[config.mk]
export PLATFORM = sky130hd
export DESIGN_NAME = nes_status_regs
export DESIGN_NICKNAME = d
export VERILOG_FILES = /design/src/nes_pkg.sv /design/src/nes_status_regs.sv
export SDC_FILE = /design/constraint.sdc
export NUM_CORES = 1
export LEC_CHECK = 0
export ABC_AREA = 0
export BUFFER_PORTS_ARGS = -buffer_cell sky130_fd_sc_hd__buf_2
export CORE_AREA = 2 2 191 193
export CTS_CLUSTER_SIZE = 16
export DETAILED_ROUTE_END_ITERATION = 6
export DIE_AREA = 0 0 193 195
export PLACE_DENSITY = 0.71
export SETUP_SLACK_MARGIN = 0.2
export SLEW_MARGIN = 20
export SYNTH_ARGS = -nofsm -noshare
export SYNTH_HDL_FRONTEND = slang
export SYNTH_SLANG_ARGS = --single-unit
[constraint.sdc]
create_clock -name clk_i -period 10.3 [get_ports clk_i]
set_clock_uncertainty 0.15 [all_clocks]
set_input_delay 2.06 -clock clk_i [delete_from_list [all_inputs] [get_ports clk_i]]
set_output_delay 2.06 -clock clk_i [all_outputs]
set_load 0.05 [all_outputs]
[src/nes_pkg.sv]
// constants, field layouts and types for the flash check-status block
// Behaviour
// - reading the spare check-code register also runs one flash data read
// - first check bytes in 7:0 and 15:8, second ones in 23:16 and 31:24
// - program or erase to a locked area sets status bit 3, reset 0
// - ready line edge sets status bit 2 and raises an enabled interrupt
// - writing one to status bit 2 clears it, zero leaves it
// - control bit 8 picks which ready line edge is watched
// - status bit 1 mirrors the chip select pin, reads 1 after reset
// - status bit 0 mirrors the ready line: 0 busy, 1 ready, reset 1
// - two check-status registers, one per byte lane, same layout
// - bits 1:0 class main area: none, single, multiple, code area
// - bits 3:2 class the spare area with the same four codes
// - main fault: byte index in 17:7, bit position in 6:4
// - spare fault: byte index in 24:21, bit position in 20:18
// - two read-only registers show the generated main codes per lane
// - main codes update on main accesses only while control bit 5 is 0
// - spare codes update on spare accesses only while control bit 6 is 0
package nes_pkg;
  localparam logic [31:0] NES_OFS_SPARE_CODE = 32'h4E00001C;
  localparam logic [31:0] NES_OFS_STATUS     = 32'h4E000020;
  localparam logic [31:0] NES_OFS_CHK_LO     = 32'h4E000024;
  localparam logic [31:0] NES_OFS_CHK_HI     = 32'h4E000028;
  localparam logic [31:0] NES_OFS_GEN_LO     = 32'h4E00002C;
  localparam logic [31:0] NES_OFS_GEN_HI     = 32'h4E000030;
  localparam int          NES_ST_READY       = 0;
  localparam int          NES_ST_CS          = 1;
  localparam int          NES_ST_EDGE        = 2;
  localparam int          NES_ST_VIOL        = 3;
  localparam logic [31:0] NES_RST_WORD       = 32'h00000000;
  localparam logic        NES_RST_PIN_LVL    = 1'b1;
  localparam logic [15:0] NES_MAIN_PAIRS     = 16'h3FFF;
  localparam logic [15:0] NES_SPARE_PAIRS    = 16'h007F;
  typedef enum logic [1:0] {
    NES_CLS_NONE   = 2'b00,
    NES_CLS_SINGLE = 2'b01,
    NES_CLS_MULTI  = 2'b10,
    NES_CLS_AREA   = 2'b11
  } nes_cls_t;
  typedef struct packed {
    logic [6:0]  resv;
    logic [3:0]  spare_fault_byte_index;
    logic [2:0]  spare_fault_bit_pos;
    logic [10:0] primary_fault_byte_index;
    logic [2:0]  primary_fault_bit_pos;
    nes_cls_t    spare_region_fault_class;
    nes_cls_t    primary_region_fault_class;
  } nes_chk_t;
  typedef enum logic {
    NES_BUS_IDLE  = 1'b0,
    NES_BUS_FLASH = 1'b1
  } nes_bus_st_t;
endpackage : nes_pkg

[src/nes_status_regs.sv]
// check-code and status register block of the flash controller
`timescale 1ns/1ns
`default_nettype none
module nes_status_regs (
  input  wire logic        clk_i,
  input  wire logic        sys_rst_i,
  input  wire logic        psel_i,
  input  wire logic        penable_i,
  input  wire logic        pwrite_i,
  input  wire logic [31:0] paddr_i,
  input  wire logic [31:0] pwdata_i,
  output logic      [31:0] prdata_o,
  output logic             pready_o,
  output logic             pslverr_o,
  input  wire logic        ready_busy_line_i,
  input  wire logic        chip_select_pin_state_i,
  input  wire logic        ready_edge_polarity_i,
  input  wire logic        ready_edge_irq_en_i,
  output logic             ready_edge_irq_o,
  input  wire logic        lock_active_i,
  input  wire logic        protect_attempt_i,
  input  wire logic        primary_code_freeze_i,
  input  wire logic        spare_code_freeze_i,
  input  wire logic        main_access_i,
  input  wire logic [31:0] main_code_lo_i,
  input  wire logic [31:0] main_code_hi_i,
  input  wire logic [31:0] main_loaded_lo_i,
  input  wire logic [31:0] main_loaded_hi_i,
  input  wire logic        spare_access_i,
  input  wire logic [31:0] spare_code_i,
  output logic             flash_rd_req_o,
  input  wire logic        flash_rd_ack_i,
  input  wire logic [31:0] flash_rd_data_i
);
  nes_pkg::nes_bus_st_t bus_st_ff;
  logic [31:0]          prdata_ff;
  logic                 pready_ff;
  logic                 pslverr_ff;
  logic                 flash_rd_req_ff;
  logic                 irq_ff;
  logic [31:0]          spare_check_code_ff;
  logic [31:0]          gen_lo_ff;
  logic [31:0]          gen_hi_ff;
  logic [31:0]          spare_gen_ff;
  logic                 ready_lvl_ff;
  logic                 cs_lvl_ff;
  logic                 ready_prev_ff;
  logic                 ready_edge_flag_ff;
  logic                 protect_violation_flag_ff;
  logic                 eval_ff;
  nes_pkg::nes_chk_t    chk_lo_ff;
  nes_pkg::nes_chk_t    chk_hi_ff;
  nes_pkg::nes_chk_t    nxt_chk_lo;
  nes_pkg::nes_chk_t    nxt_chk_hi;
  logic                 setup;
  logic                 xfer;
  logic                 wr_done;
  logic                 spare_sel;
  logic                 mapped;
  logic [31:0]          rd_word;
  logic [31:0]          status_word;
  logic                 edge_seen;
  logic                 edge_clr;
  logic                 viol_clr;
  logic                 flash_done;

  assign prdata_o         = prdata_ff;
  assign pready_o         = pready_ff;
  assign pslverr_o        = pslverr_ff;
  assign flash_rd_req_o   = flash_rd_req_ff;
  assign ready_edge_irq_o = irq_ff;

  assign setup      = psel_i && !penable_i;
  assign xfer       = psel_i && penable_i && pready_ff;
  assign wr_done    = xfer && pwrite_i && !pslverr_ff;
  assign spare_sel  = (paddr_i == nes_pkg::NES_OFS_SPARE_CODE);
  assign flash_done = (bus_st_ff == nes_pkg::NES_BUS_FLASH) && flash_rd_ack_i;

  assign status_word = {28'h0000000,
                        protect_violation_flag_ff,
                        ready_edge_flag_ff,
                        cs_lvl_ff,
                        ready_lvl_ff};

  // plain if chain: offsets are sparse and few
  always_comb begin
    rd_word = 32'h00000000;
    mapped  = 1'b1;
    if (spare_sel) begin
      rd_word = spare_check_code_ff;
    end else if (paddr_i == nes_pkg::NES_OFS_STATUS) begin
      rd_word = status_word;
    end else if (paddr_i == nes_pkg::NES_OFS_CHK_LO) begin
      rd_word = chk_lo_ff;
    end else if (paddr_i == nes_pkg::NES_OFS_CHK_HI) begin
      rd_word = chk_hi_ff;
    end else if (paddr_i == nes_pkg::NES_OFS_GEN_LO) begin
      rd_word = gen_lo_ff;
    end else if (paddr_i == nes_pkg::NES_OFS_GEN_HI) begin
      rd_word = gen_hi_ff;
    end else begin
      mapped = 1'b0;
    end
  end

  // apb slave; a spare code read stalls until the flash returns a word
  always_ff @(posedge clk_i) begin
    if (sys_rst_i) begin
      bus_st_ff       <= nes_pkg::NES_BUS_IDLE;
      prdata_ff       <= nes_pkg::NES_RST_WORD;
      pready_ff       <= 1'b0;
      pslverr_ff      <= 1'b0;
      flash_rd_req_ff <= 1'b0;
    end else begin
      flash_rd_req_ff <= 1'b0;
      case (bus_st_ff)
        nes_pkg::NES_BUS_IDLE: begin
          if (xfer) begin
            pready_ff  <= 1'b0;
            pslverr_ff <= 1'b0;
            prdata_ff  <= nes_pkg::NES_RST_WORD;
          end else if (setup && spare_sel && !pwrite_i) begin
            flash_rd_req_ff <= 1'b1;
            bus_st_ff       <= nes_pkg::NES_BUS_FLASH;
          end else if (setup) begin
            pready_ff  <= 1'b1;
            pslverr_ff <= !mapped;
            prdata_ff  <= (pwrite_i || !mapped) ? 32'h00000000 : rd_word;
          end
        end
        nes_pkg::NES_BUS_FLASH: begin
          if (flash_rd_ack_i) begin
            pready_ff <= 1'b1;
            prdata_ff <= flash_rd_data_i;
            bus_st_ff <= nes_pkg::NES_BUS_IDLE;
          end
        end
        default: begin
          bus_st_ff <= nes_pkg::NES_BUS_IDLE;
        end
      endcase
    end
  end

  // spare check code: loaded by software or by the flash read it triggers
  always_ff @(posedge clk_i) begin
    if (sys_rst_i) begin
      spare_check_code_ff <= nes_pkg::NES_RST_WORD;
    end else if (flash_done) begin
      spare_check_code_ff <= flash_rd_data_i;
    end else if (wr_done && spare_sel) begin
      spare_check_code_ff <= pwdata_i;
    end
  end

  // generated codes, frozen by the lock bits
  always_ff @(posedge clk_i) begin
    if (sys_rst_i) begin
      gen_lo_ff    <= nes_pkg::NES_RST_WORD;
      gen_hi_ff    <= nes_pkg::NES_RST_WORD;
      spare_gen_ff <= nes_pkg::NES_RST_WORD;
    end else begin
      if (main_access_i && !primary_code_freeze_i) begin
        gen_lo_ff <= main_code_lo_i;
        gen_hi_ff <= main_code_hi_i;
      end
      if (spare_access_i && !spare_code_freeze_i) begin
        spare_gen_ff <= spare_code_i;
      end
    end
  end

  // pins are sampled once; reset shows both lines idle high
  always_ff @(posedge clk_i) begin
    if (sys_rst_i) begin
      ready_lvl_ff  <= nes_pkg::NES_RST_PIN_LVL;
      cs_lvl_ff     <= nes_pkg::NES_RST_PIN_LVL;
      ready_prev_ff <= nes_pkg::NES_RST_PIN_LVL;
    end else begin
      ready_lvl_ff  <= ready_busy_line_i;
      cs_lvl_ff     <= chip_select_pin_state_i;
      ready_prev_ff <= ready_lvl_ff;
    end
  end

  // polarity 0 watches busy-to-ready, 1 the opposite edge
  assign edge_seen = ready_edge_polarity_i ?
                     (ready_prev_ff && !ready_lvl_ff) :
                     (!ready_prev_ff && ready_lvl_ff);
  assign edge_clr  = wr_done && (paddr_i == nes_pkg::NES_OFS_STATUS) &&
                     pwdata_i[nes_pkg::NES_ST_EDGE];
  assign viol_clr  = wr_done && (paddr_i == nes_pkg::NES_OFS_STATUS) &&
                     pwdata_i[nes_pkg::NES_ST_VIOL];

  // a new event in the clearing cycle wins over the clear
  always_ff @(posedge clk_i) begin
    if (sys_rst_i) begin
      ready_edge_flag_ff <= 1'b0;
    end else if (edge_seen) begin
      ready_edge_flag_ff <= 1'b1;
    end else if (edge_clr) begin
      ready_edge_flag_ff <= 1'b0;
    end
  end

  always_ff @(posedge clk_i) begin
    if (sys_rst_i) begin
      protect_violation_flag_ff <= 1'b0;
    end else if (protect_attempt_i && lock_active_i) begin
      protect_violation_flag_ff <= 1'b1;
    end else if (viol_clr) begin
      protect_violation_flag_ff <= 1'b0;
    end
  end

  always_ff @(posedge clk_i) begin
    if (sys_rst_i) begin
      irq_ff <= 1'b0;
    end else begin
      irq_ff <= ready_edge_flag_ff && ready_edge_irq_en_i;
    end
  end

  // syndrome: paired bits that disagree mark one bad data bit
  function automatic logic [17:0] nes_syn(input logic [31:0] d,
                                          input logic [15:0] pm);
    logic [15:0] od;
    logic [15:0] ev;
    logic [1:0]  c;
    od = 16'h0000;
    ev = 16'h0000;
    for (int k = 0; k < 16; k++) begin
      od[k] = d[2*k+1];
      ev[k] = d[2*k];
    end
    if (d == 32'h00000000) begin
      c = nes_pkg::NES_CLS_NONE;
    end else if (((od ^ ev) & pm) == pm) begin
      c = nes_pkg::NES_CLS_SINGLE;
    end else if ($countones(d) == 1) begin
      c = nes_pkg::NES_CLS_AREA;
    end else begin
      c = nes_pkg::NES_CLS_MULTI;
    end
    if (c != nes_pkg::NES_CLS_SINGLE) begin
      od = 16'h0000;
    end
    return {od & pm, c};
  endfunction : nes_syn

  function automatic nes_pkg::nes_chk_t nes_fold(input logic [17:0] m,
                                                input logic [17:0] s);
    nes_pkg::nes_chk_t r;
    r = '0;
    r.primary_region_fault_class = nes_pkg::nes_cls_t'(m[1:0]);
    r.primary_fault_bit_pos      = m[4:2];
    r.primary_fault_byte_index   = m[15:5];
    r.spare_region_fault_class   = nes_pkg::nes_cls_t'(s[1:0]);
    r.spare_fault_bit_pos        = s[4:2];
    r.spare_fault_byte_index     = s[8:5];
    return r;
  endfunction : nes_fold

  // one status word per byte lane
  always_comb begin
    nxt_chk_lo = nes_fold(
      nes_syn(gen_lo_ff ^ main_loaded_lo_i, nes_pkg::NES_MAIN_PAIRS),
      nes_syn({16'h0000,
               spare_gen_ff[15:0] ^ {spare_check_code_ff[23:16],
                                     spare_check_code_ff[7:0]}},
              nes_pkg::NES_SPARE_PAIRS));
    nxt_chk_hi = nes_fold(
      nes_syn(gen_hi_ff ^ main_loaded_hi_i, nes_pkg::NES_MAIN_PAIRS),
      nes_syn({16'h0000,
               spare_gen_ff[31:16] ^ {spare_check_code_ff[31:24],
                                      spare_check_code_ff[15:8]}},
              nes_pkg::NES_SPARE_PAIRS));
  end

  // a generated or spare check code change schedules a fresh comparison one cycle later; main_loaded_lo_i and main_loaded_hi_i changes do not
  always_ff @(posedge clk_i) begin
    if (sys_rst_i) begin
      eval_ff <= 1'b0;
    end else begin
      eval_ff <= (main_access_i && !primary_code_freeze_i) ||
                 (spare_access_i && !spare_code_freeze_i) ||
                 flash_done || (wr_done && spare_sel);
    end
  end

  // hardware result wins over a software write in the same cycle
  always_ff @(posedge clk_i) begin
    if (sys_rst_i) begin
      chk_lo_ff <= nes_pkg::NES_RST_WORD;
      chk_hi_ff <= nes_pkg::NES_RST_WORD;
    end else if (eval_ff) begin
      chk_lo_ff <= nxt_chk_lo;
      chk_hi_ff <= nxt_chk_hi;
    end else if (wr_done) begin
      if (paddr_i == nes_pkg::NES_OFS_CHK_LO) begin
        chk_lo_ff <= pwdata_i;
      end else if (paddr_i == nes_pkg::NES_OFS_CHK_HI) begin
        chk_hi_ff <= pwdata_i;
      end
    end
  end
endmodule : nes_status_regs
`default_nettype wire

==> results.sh, run 1 <==
export IMPL_overflow=0
export IMPL_netlist_area_leader_share_pct=33.6
export IMPL_place_gp_congestion=0.995
export IMPL_tightest_slew_ns=1.16
export IMPL_wl_per_cell_microns=22.8
export IMPL_finalInstanceArea_sq_mm=0.0169
export IMPL_hold_viol=0
export IMPL_postLayoutCoreUtil_pct=47.7
export IMPL_clkSinkCount=235
export IMPL_drv_slew=0
export IMPL_core_area_sq_mm=0.0354
export IMPL_seq_power_share_pct=30.1
export IMPL_met1_usage_pct=38.7
export IMPL_ys_async_sr_fraction_pct=0
export IMPL_yosys_area_top_type="dfxtp_1"
export IMPL_met2_usage_pct=44.3
export IMPL_required_ns=10.55
export IMPL_drt_initial_drc_count=1211
export IMPL_finalSetupTns_ns=0
export IMPL_chipHeight_microns=195
export IMPL_final_common_cell="buf_2"
export IMPL_fmax_mhz=144
export IMPL_top_usage_layer="met2"
export IMPL_initial_core_util_pct=39.5
export IMPL_cts_root_buf="clkbuf_16"
export IMPL_grt_max_degree=109
export IMPL_crit_arrival_ns=7.17
export IMPL_io_buffers=307
export IMPL_vias=13639
export IMPL_cts_setup_buffers=0
export IMPL_syn_inst=1660
export IMPL_totalPowerFinal_mw=3.24
export IMPL_cts_resized_gates=0
export IMPL_rsz0062_at_grt="false"
export IMPL_cts_tree="done"
export IMPL_startpoint="main_loaded_hi_i[25]"
export IMPL_hold_start="prdata_o[3]"
export IMPL_placed_area_sq_mm=0.0159
export IMPL_antenna_found_initial=2
export IMPL_synth_seq_cells=235
export IMPL_combPwrFrac_pct=36.2
export IMPL_routed_via_density=5.71
export IMPL_cts_buffers_inserted=28
export IMPL_drive_gt1_share_pct=20.6
export IMPL_first_pass_iters=5
export IMPL_swShare_pct=33.9
export IMPL_syn_num_nets=2070
export IMPL_grt_pass1_vias=13407
export IMPL_synth_edf_count=0
export IMPL_ir_worst_vdd_mv=0.146
export IMPL_crit_path_end_kind="register"
export IMPL_dieArea_sq_mm=0.0376
export IMPL_outcome="completed"
export IMPL_drc=0
export IMPL_htreeDepth=1
export IMPL_holdBufCountCts=0
export IMPL_grt_usage_pct=28.4
export IMPL_avgSynthCellArea_sq_um=8.43
export IMPL_pwr_share_clk_pct=33.7
export IMPL_hpwl_microns=42400
export IMPL_routed_wl_microns=54600
export IMPL_io_pins=308
export IMPL_rr_startpoint="gen_hi_ff[25]"
export IMPL_relSlewSlack_pct=22.8
export IMPL_grt_pass1_wl_microns=80400
export IMPL_yosysWarnings=0
export IMPL_met3_usage_pct=5.72
export IMPL_areaGrowthSynthToFinish_pct=20.7
export IMPL_netSwitchingPower_mw=1.10
export IMPL_p_leak_nw=7.12
export IMPL_fin_crit_ns=6.92
export IMPL_placementRows=69
export IMPL_finalSetupViolCount=0
export IMPL_layout_common_cells="buf_2 (306), nand2_1 (302), dfxtp_1 (235)"
export IMPL_hold_path_class="reg -> reg"
export IMPL_drt_antenna_violating_nets=0
export IMPL_synthFlopType="dfxtp_1"
export IMPL_criticalPathCategory="in -> reg"
export IMPL_clkTransAtPathRegs_ns=0.06
export IMPL_intPower_mw=2.14
export IMPL_insertion_delay_ns=0.57
export IMPL_cp_start_kind="input pin"
export IMPL_nets=2319
export IMPL_crit_fanout=2
export IMPL_synth_distinct_cells=58
export IMPL_synth_area_sq_mm=0.0140
export IMPL_ys_seq_area_share_pct=33.6
export IMPL_max_clock_path_buffers=3
export IMPL_synth_area_top_cells="dfxtp_1 (34%), fa_1 (9.7%), nand2_1 (8.1%)"
export IMPL_period_share_pct=67.2
export IMPL_chipWidth_microns=193
export IMPL_cap_violations=0
export IMPL_pwr_density_cell_mw_per_mm2=192
## per-stage QoR
step | setup slack, ns | cells | hold slack, ns
2_1_floorplan | 3.40 | 1660 | 0.282
6_report | 3.38 | 2389 | 0.307
5_1_grt | 3.18 | 2389 | 0.325
3_5_place_dp | 2.81 | 2340 | 0.298
3_3_place_gp | 2.86 | 2340 | 0.288
4_1_cts | 3.41 | 2388 | 0.306
## flip-flops by register name, indices dropped and copies added, names as in the netlist
signal	cells
chk_lo_ff	32
protect_violation_flag_ff	1
ready_lvl_ff	1
ready_prev_ff	1
spare_gen_ff	32
gen_lo_ff	32
pslverr_o	1
flash_rd_req_o	1
ready_edge_irq_o	1
spare_check_code_ff	32
cs_lvl_ff	1
ready_edge_flag_ff	1
pready_o	1
chk_hi_ff	32
bus_st_ff	1
prdata_o	32
eval_ff	1
gen_hi_ff	32
## power groups by stage
stage          clock (mW)  combinational [mW]  sequential [mW]
3_5_place_dp            0                1.17            0.993
4_1_cts              1.10                1.17            0.973
2_1_floorplan           0               0.838            0.983
3_3_place_gp            0                1.12            0.992
6_report             1.09                1.17            0.974
5_1_grt              1.13                1.38            0.977
## metal layers
metal,vias to the layer above,share of wire [%],wire [microns]
met4,2,4.1,2250
met2,783,44,24300
met5,-,0.020,11
met1,6491,42,22800
met3,112,9.7,5270
li1,6251,-,-
## final cells by class
class / instances / area [sq um]
antenna: 1 / 2.50
clock buffer: 40 / 837
clock inverter: 8 / 171
fill: 3505 / 18500
inverter: 103 / 387
multi-input combinational: 1212 / 8510
sequential: 235 / 4700
tap: 461 / 577
timing repair buffer: 329 / 1710
## worst max-delay path, cell delays in order
cell,delay (ns)
buf_2,0.11
xor2_1,0.36
inv_1,0.15
fa_1,0.52
fa_1,0.54
fa_1,0.52
fa_1,0.57
fa_1,0.45
fa_1,0.56
inv_1,0.05
ha_1,0.23
fa_1,0.44
nand3_1,0.09
o21ai_0,0.08
a41o_1,0.24
a21oi_1,0.14
nor3_1,0.06
## Yosys cell counts (3+ instances only)
master	instances
a211o_1	6
a211oi_1	51
a21oi_1	114
a221o_1	7
a221oi_1	28
a22o_1	28
a22oi_1	29
a311oi_1	33
and2_1	7
and3_1	7
and4_1	6
buf_1	12
buf_2	14
clkbuf_1	82
dfxtp_1	235
fa_1	68
ha_1	70
inv_1	103
mux2i_1	8
nand2_1	302
nand2b_1	6
nand3_1	12
nand4_1	22
nor2_1	112
nor2b_1	28
nor3_1	46
nor4_1	13
nor4b_1	7
nor4bb_1	3
o21ai_0	27
o21ai_1	16
o22ai_1	8
o2bb2ai_1	19
or2_2	6
xnor2_1	46
xor2_1	50
## kinds of logic after synthesis
kind of cell	synth area share (%)
and+or+nand+nor	19.0
AOI/OAI and AO/OA	18.8
DFF	33.6
buffers and inverters	5.89
adders and majority gates	16.0
xor gates and xnor gates	6.01
muxes	0.733
## path summary, 6_finish.rpt
check | to | slack, ns | depth (start not counted)
max | chk_hi_ff[0] | 3.38 | 17
min | prdata_o[3] | 0.31 | 1
max reg2reg | chk_hi_ff[0] | 4.56 | 16
min reg2reg | prdata_o[3] | 0.31 | 1
Power figures use the tool's default switching activity.
==> inputs of run 2 (changes only) <==
--- a/config.mk
+++ b/config.mk
@@ -5,12 +5,12 @@
 export SDC_FILE = /design/constraint.sdc
 export NUM_CORES = 1
 export LEC_CHECK = 0
-export ABC_AREA = 0
+export ABC_AREA = 1
 export BUFFER_PORTS_ARGS = -buffer_cell sky130_fd_sc_hd__buf_2
-export CORE_AREA = 2 2 191 193
+export CORE_AREA = 2 2 197 199
 export CTS_CLUSTER_SIZE = 16
 export DETAILED_ROUTE_END_ITERATION = 6
-export DIE_AREA = 0 0 193 195
+export DIE_AREA = 0 0 199 201
 export PLACE_DENSITY = 0.71
 export SETUP_SLACK_MARGIN = 0.2
 export SLEW_MARGIN = 20
==> constraint.sdc (replaced) <==
create_clock -name clk_i -period 6.7 [get_ports clk_i]
set_clock_uncertainty 0.15 [all_clocks]
set_input_delay 1.34 -clock clk_i [delete_from_list [all_inputs] [get_ports clk_i]]
set_output_delay 1.34 -clock clk_i [all_outputs]
set_load 0.05 [all_outputs]
==> run 2 against run 1 <==
Design area grew 5.5%. Clock-buffer cell count shrank 2. Utilization shrank 0.96 points. Total power grew 73%. Register-to-register slack lost 3.4 ns. Flip-flop and latch count is the same. Non-clock buffer count is the same. Routed wire length grew 6.5%. Clock power grew 51%. Largest power group unchanged. Highest routed layer unchanged.
==> results.sh, run 2 <==
export IMPL_grt_usage_pct=29.0
export IMPL_holdWs_ns=0.297
export IMPL_cp_start_kind="input pin"
export IMPL_hpwl_microns=45300
export IMPL_crit_path_end_kind="register"
export IMPL_io_buffers=307
export IMPL_yosysMostFrequentCell="nand2_1"
export IMPL_crit_fanout=3
export IMPL_cpPeakStageDelay_ns=0.59
export IMPL_cts_resized_gates=0
export IMPL_hold_path_class="reg -> reg"
export IMPL_period_share_pct=89.5
export IMPL_fmax_mhz=167
export IMPL_routed_wl_microns=58100
export IMPL_tightest_slew_ns=0.907
export IMPL_vias=15235
export IMPL_drc=0
export IMPL_multiInputGateArea_sq_mm=0.00906
export IMPL_first_pass_iters=7
export IMPL_dr_wl_met3_microns=4210
export IMPL_drt_initial_drc_count=1351
export IMPL_cpLargestDelayFamily="adder cells"
export IMPL_areaGrowthSynthToFinish_pct=19.1
export IMPL_antenna_found_initial=4
export IMPL_overflow=0
export IMPL_clkSinkCount=235
export IMPL_synth_seq_cells=235
export IMPL_cts_buffers_inserted=28
export IMPL_syn_inst=2066
export IMPL_routed_wl_met2_microns=26500
export IMPL_insertion_delay_ns=0.57
export IMPL_core_area_sq_mm=0.0381
export IMPL_relSlewSlack_pct=39.4
export IMPL_drt_antenna_violating_nets=0
export IMPL_regArea_sq_mm=0.00471
export IMPL_holdBufCountCts=0
export IMPL_synth_distinct_cells=46
export IMPL_crit_buf_inv=2
export IMPL_criticalPathCategory="in -> reg"
export IMPL_pwr_density_cell_mw_per_mm2=314
export IMPL_hold_viol=0
export IMPL_fin_crit_ns=6.00
export IMPL_totalPowerFinal_mw=5.60
export IMPL_rsz0062_at_grt="false"
export IMPL_crit_arrival_ns=6.33
export IMPL_ys_async_sr_fraction_pct=0
export IMPL_final_common_cell="nand2_1"
export IMPL_grt_pass1_wl_microns=88400
export IMPL_routed_via_density=5.34
export IMPL_synthFlopType="dfxtp_1"
export IMPL_fillerInstances=3873
export IMPL_wl_per_cell_microns=20.4
export IMPL_drv_slew=0
export IMPL_drive_gt1_share_pct=17.8
export IMPL_path_cells="buf_2, xnor2_1, fa_1, fa_1, fa_1, fa_1, fa_1, fa_1, inv_1, ha_1, fa_1, nand3b_1, nor4_1, o21ai_0, nand2b_1, nand3_1, a31oi_1"
export IMPL_yosys_area_top_type="dfxtp_1"
export IMPL_initial_core_util_pct=39.3
export IMPL_cts_tree="done"
export IMPL_syn_num_nets=2476
export IMPL_cap_violations=0
export IMPL_layout_common_cells="nand2_1 (351), buf_2 (307), nor2_1 (304)"
export IMPL_required_ns=7.04
export IMPL_finalSetupViolCount=0
export IMPL_place_gp_congestion=1.01
export IMPL_cp_slowest_cell="fa_1"
export IMPL_chipWidth_microns=199
export IMPL_routed_top_layer="met5"
export IMPL_nets=2719
export IMPL_ir_worst_vdd_mv=0.330
export IMPL_clkTransAtPathRegs_ns=0.06
export IMPL_chipHeight_microns=201
export IMPL_wl_met1_microns=23700
export IMPL_avgSynthCellArea_sq_um=7.25
export IMPL_netlist_area_leader_share_pct=31.4
export IMPL_grt_pass1_vias=15023
export IMPL_max_clock_path_buffers=3
export IMPL_placementRows=72
export IMPL_grt_max_degree=81
export IMPL_yosysWarnings=0
export IMPL_synthTopCellsByCount="nand2_1 (351), nor2_1 (305), o21ai_0 (240)"
export IMPL_synth_area_top_cells="dfxtp_1 (31%), fa_1 (9.1%), nand2_1 (8.8%)"
export IMPL_synth_area_sq_mm=0.0150
export IMPL_path_common_cell="fa_1"
export IMPL_synth_edf_count=0
export IMPL_p_leak_nw=8.22
export IMPL_cts_root_buf="clkbuf_16"
export IMPL_dieArea_sq_mm=0.0400
export IMPL_ys_seq_area_share_pct=31.4
export IMPL_finalSetupTns_ns=0
export IMPL_cts_setup_buffers=0
export IMPL_io_pins=308
export IMPL_outcome="completed"
export IMPL_htreeDepth=1
run 2: cell types whose count changed after synthesis, moves of 33 or more:
cell and change:
nor3_1 -40, nand3_1 +94, a31oi_1 +65, inv_1 +80, a311oi_1 -33, xor2_1 -35
nor2_1 +193, o21ai_0 +213, a211oi_1 -50, xnor2_1 +35, nand2_1 +49
run 2: metrics by stage:
stage | utilization [%] | setup slack (ns) | area (sq um) | instances
floorplan | - | 0.484 | 15000 | 2066
finish | 46.8 | 0.705 | 17800 | 2851
detailed placement | 44.2 | 0.123 | 16800 | 2797
global placement | 44.2 | 0.220 | 16800 | 2797
CTS | 46.8 | 0.696 | 17800 | 2848
global route | 46.8 | 0.404 | 17800 | 2849
run 2: worst paths after layout:
kind	startpoint	endpoint	slack, ns	depth (start not counted)
max	main_loaded_hi_i[27]	chk_hi_ff[0]	0.70	17
min	ready_lvl_ff	ready_prev_ff	0.30	2
max reg2reg	gen_hi_ff[27]	chk_hi_ff[0]	1.16	16
min reg2reg	ready_lvl_ff	ready_prev_ff	0.30	2
run 2: logic make-up (layout without fill, tap and decap cells):
| logic type | Yosys count | after routing | share of synthesized area [%] |
|---|---|---|---|
| buffers and inverters | 307 | 571 | 8.25 |
| AOI/OAI and AO/OA | 441 | 441 | 15.6 |
| adders and majority gates | 138 | 138 | 14.9 |
| DFF | 235 | 235 | 31.4 |
| other | 0 | 3 | 0 |
| and+or+nand+nor | 849 | 849 | 24.2 |
| xor gates and xnor gates | 96 | 96 | 5.62 |
run 2: per-layer routing:
layer	GRT usage, %	vias to the layer above
met4	15.0	4
met2	47.1	715
met3	3.93	143
li1	-	7238
met5	0	-
met1	37.4	7135
run 2: area by class of cell:
| class | instances | share of cell area (%) |
|---|---|---|
| clock inverter | 13 | 1.14 |
| antenna | 3 | 0.0421 |
| multi-input combinational | 1524 | 50.8 |
| tap | 518 | 3.64 |
| inverter | 191 | 4.04 |
| clock buffer | 38 | 4.37 |
| timing repair buffer | 329 | 9.55 |
| sequential | 235 | 26.4 |
run 2: worst register-to-register path: cells and delay by family (launching register included):
kind | cells | cell delay, ns
simple gates | 4 | 0.45
compound gates | 2 | 0.27
buf+inv | 1 | 0.04
xor+xnor | 1 | 0.35
fa+ha+maj | 8 | 3.83
flops | 1 | 0.38
run 2: power by group:
| group | switching, mW | internal (mW) | total, mW |
|---|---|---|---|
| logic | 1.38 | 1.03 | 2.41 |
| registers | 0.0713 | 1.48 | 1.55 |
| clock network | 0.642 | 1.01 | 1.65 |
| total | 2.09 | 3.51 | 5.60 |
==> inputs of run 3 (changes only) <==
--- a/config.mk
+++ b/config.mk
@@ -7,11 +7,13 @@
 export LEC_CHECK = 0
 export ABC_AREA = 1
 export BUFFER_PORTS_ARGS = -buffer_cell sky130_fd_sc_hd__buf_2
+export CELL_PAD_IN_SITES_DETAIL_PLACEMENT = 1
+export CELL_PAD_IN_SITES_GLOBAL_PLACEMENT = 1
 export CORE_AREA = 2 2 197 199
 export CTS_CLUSTER_SIZE = 16
 export DETAILED_ROUTE_END_ITERATION = 6
 export DIE_AREA = 0 0 199 201
-export PLACE_DENSITY = 0.71
+export PLACE_DENSITY = 0.9
 export SETUP_SLACK_MARGIN = 0.2
 export SLEW_MARGIN = 20
 export SYNTH_ARGS = -nofsm -noshare
==> run 3 against run 2 <==
Global-route usage grew 2.2 points. Design area shrank 0.36%. First-iteration DRC count is 25% lower. Register-to-register slack worse by 0.10 ns. Combinational power about the same. Non-clock buffer count increased by 2. Flip-flop and latch count stayed put. Setup slack lost 0.098 ns. Final cell count rose by 0.11%. Sequential share of layout area increased by 0.095 points. Clock power is 8% lower. Largest power group unchanged.
==> results.sh, run 3 (synthesis gave the netlist of run 2 again) <==
export IMPL_clkSinkCount=235
export IMPL_placementRows=72
export IMPL_vias=15624
export IMPL_reg2reg_to="chk_hi_ff[0]"
export IMPL_crit_arrival_ns=6.45
export IMPL_core_area_sq_mm=0.0381
export IMPL_wl_per_cell_microns=22.0
export IMPL_io_pins=308
export IMPL_insertion_delay_ns=0.58
export IMPL_first_pass_iters=5
export IMPL_areaGrowthSynthToFinish_pct=18.6
export IMPL_layout_common_cells="nand2_1 (351), buf_2 (307), nor2_1 (304)"
export IMPL_dp_cells=2799
export IMPL_drc=0
export IMPL_fmax_mhz=164
export IMPL_grt_pass1_wl_microns=95200
export IMPL_drt_initial_drc_count=1020
export IMPL_cap_violations=0
export IMPL_rr_startpoint="gen_hi_ff[7]"
export IMPL_clkTransAtPathRegs_ns=0.06
export IMPL_max_clock_path_buffers=3
export IMPL_dp_slack_ns=-0.00489
export IMPL_drv_slew=0
export IMPL_r2r_slack_ns=1.06
export IMPL_finalSetupTns_ns=0
export IMPL_crit_path_end_kind="register"
export IMPL_min_to="chk_hi_ff[18]"
export IMPL_holdPathStages=2
export IMPL_place_gp_congestion=0.945
export IMPL_drive_gt1_share_pct=17.8
export IMPL_tightest_slew_ns=0.905
export IMPL_fin_crit_ns=6.09
export IMPL_required_ns=7.05
export IMPL_grt_usage_pct=31.2
export IMPL_routed_wl_microns=62700
export IMPL_cts_resized_gates=0
export IMPL_outcome="completed"
export IMPL_worst_slack_ns=0.606
export IMPL_chipWidth_microns=199
export IMPL_ir_worst_vdd_mv=0.282
export IMPL_holdWs_ns=0.304
export IMPL_cts_buffers_inserted=29
export IMPL_finalSetupViolCount=0
export IMPL_hold_viol=0
export IMPL_routed_via_density=5.47
export IMPL_holdBufCountCts=0
export IMPL_relSlewSlack_pct=39.5
export IMPL_htreeDepth=1
export IMPL_hold_start="chk_hi_ff[18]"
export IMPL_instances_no_fill=2854
export IMPL_criticalPathCategory="in -> reg"
export IMPL_cts_setup_buffers=0
export IMPL_chipHeight_microns=201
export IMPL_pwr_density_cell_mw_per_mm2=308
export IMPL_hpwl_microns=48300
export IMPL_worstRegToRegCells=18
export IMPL_overflow=0
export IMPL_hold_path_class="reg -> reg"
export IMPL_initial_core_util_pct=39.3
export IMPL_period_share_pct=91.0
export IMPL_rsz0062_at_grt="false"
export IMPL_io_buffers=307
export IMPL_p_leak_nw=8.20
export IMPL_nets=2722
export IMPL_cp_start_kind="input pin"
export IMPL_grt_max_degree=80
export IMPL_final_common_cell="nand2_1"
export IMPL_antenna_found_initial=6
export IMPL_cts_tree="done"
export IMPL_cts_root_buf="clkbuf_16"
export IMPL_grt_pass1_vias=16606
export IMPL_crit_fanout=2
export IMPL_drt_antenna_violating_nets=0
export IMPL_dieArea_sq_mm=0.0400
## run 3: changes by cell type in the layout (fill, tap and decap cells not counted), sizes merged
cell      change
buf           +2
diode         +3
clkbuf        +2
bufinv        -4
clkinvlp      -3
clkinv        +3
## run 3: routing by layer
layer	GRT usage, %	share of wire [%]
met4	17.5	6.4
met2	53.4	48
met1	37.3	39
met5	0	0.013
met3	4.39	6.1
## run 3: worst max-delay path by stage
stage	from	end	cells after the start	slack (ns)
3_5_place_dp	main_loaded_hi_i[7]	chk_hi_ff[0]	19	-0.005
6_report	main_loaded_hi_i[7]	chk_hi_ff[0]	19	0.61
3_3_place_gp	main_loaded_hi_i[13]	chk_hi_ff[0]	17	0.24
5_1_grt	main_loaded_hi_i[7]	chk_hi_ff[0]	19	0.28
4_1_cts	main_loaded_hi_i[7]	chk_hi_ff[0]	19	0.58
2_1_floorplan	main_loaded_hi_i[23]	chk_hi_ff[0]	16	0.48
## run 3: critical path: stages
cell	delay, ns
buf_2	0.11
xnor2_1	0.23
inv_1	0.13
fa_1	0.52
inv_1	0.06
fa_1	0.56
fa_1	0.44
fa_1	0.55
fa_1	0.46
fa_1	0.55
inv_1	0.04
ha_1	0.22
fa_1	0.47
nand3b_1	0.17
nor4_1	0.18
o21ai_0	0.12
nand2b_1	0.08
nand3_1	0.07
a31oi_1	0.15
## run 3: power breakdown
group          total, mW  internal (mW)  switching [mW]  leakage, nW
clock               1.52          0.880           0.644        0.439
sequential          1.55           1.48          0.0713         1.93
combinational       2.40           1.03            1.37         5.83
## run 3: area by class of cell
cell class,count,area (sq um)
antenna,6,15.0
clock buffer,40,817
clock inverter,9,78.8
fill,4937,20300
inverter,191,719
multi-input combinational,1524,9060
sequential,235,4710
tap,518,648
timing repair buffer,331,1720
## run 3: stage by stage
stage	area (sq um)	total power [mW]	util [%]
after global placement	16900	3.79	44.2
after CTS	17700	5.49	46.6
after floorplan	15000	3.27	-
after detailed placement	16900	3.95	44.2
final	17800	5.47	46.6
after global routing	17800	5.94	46.6
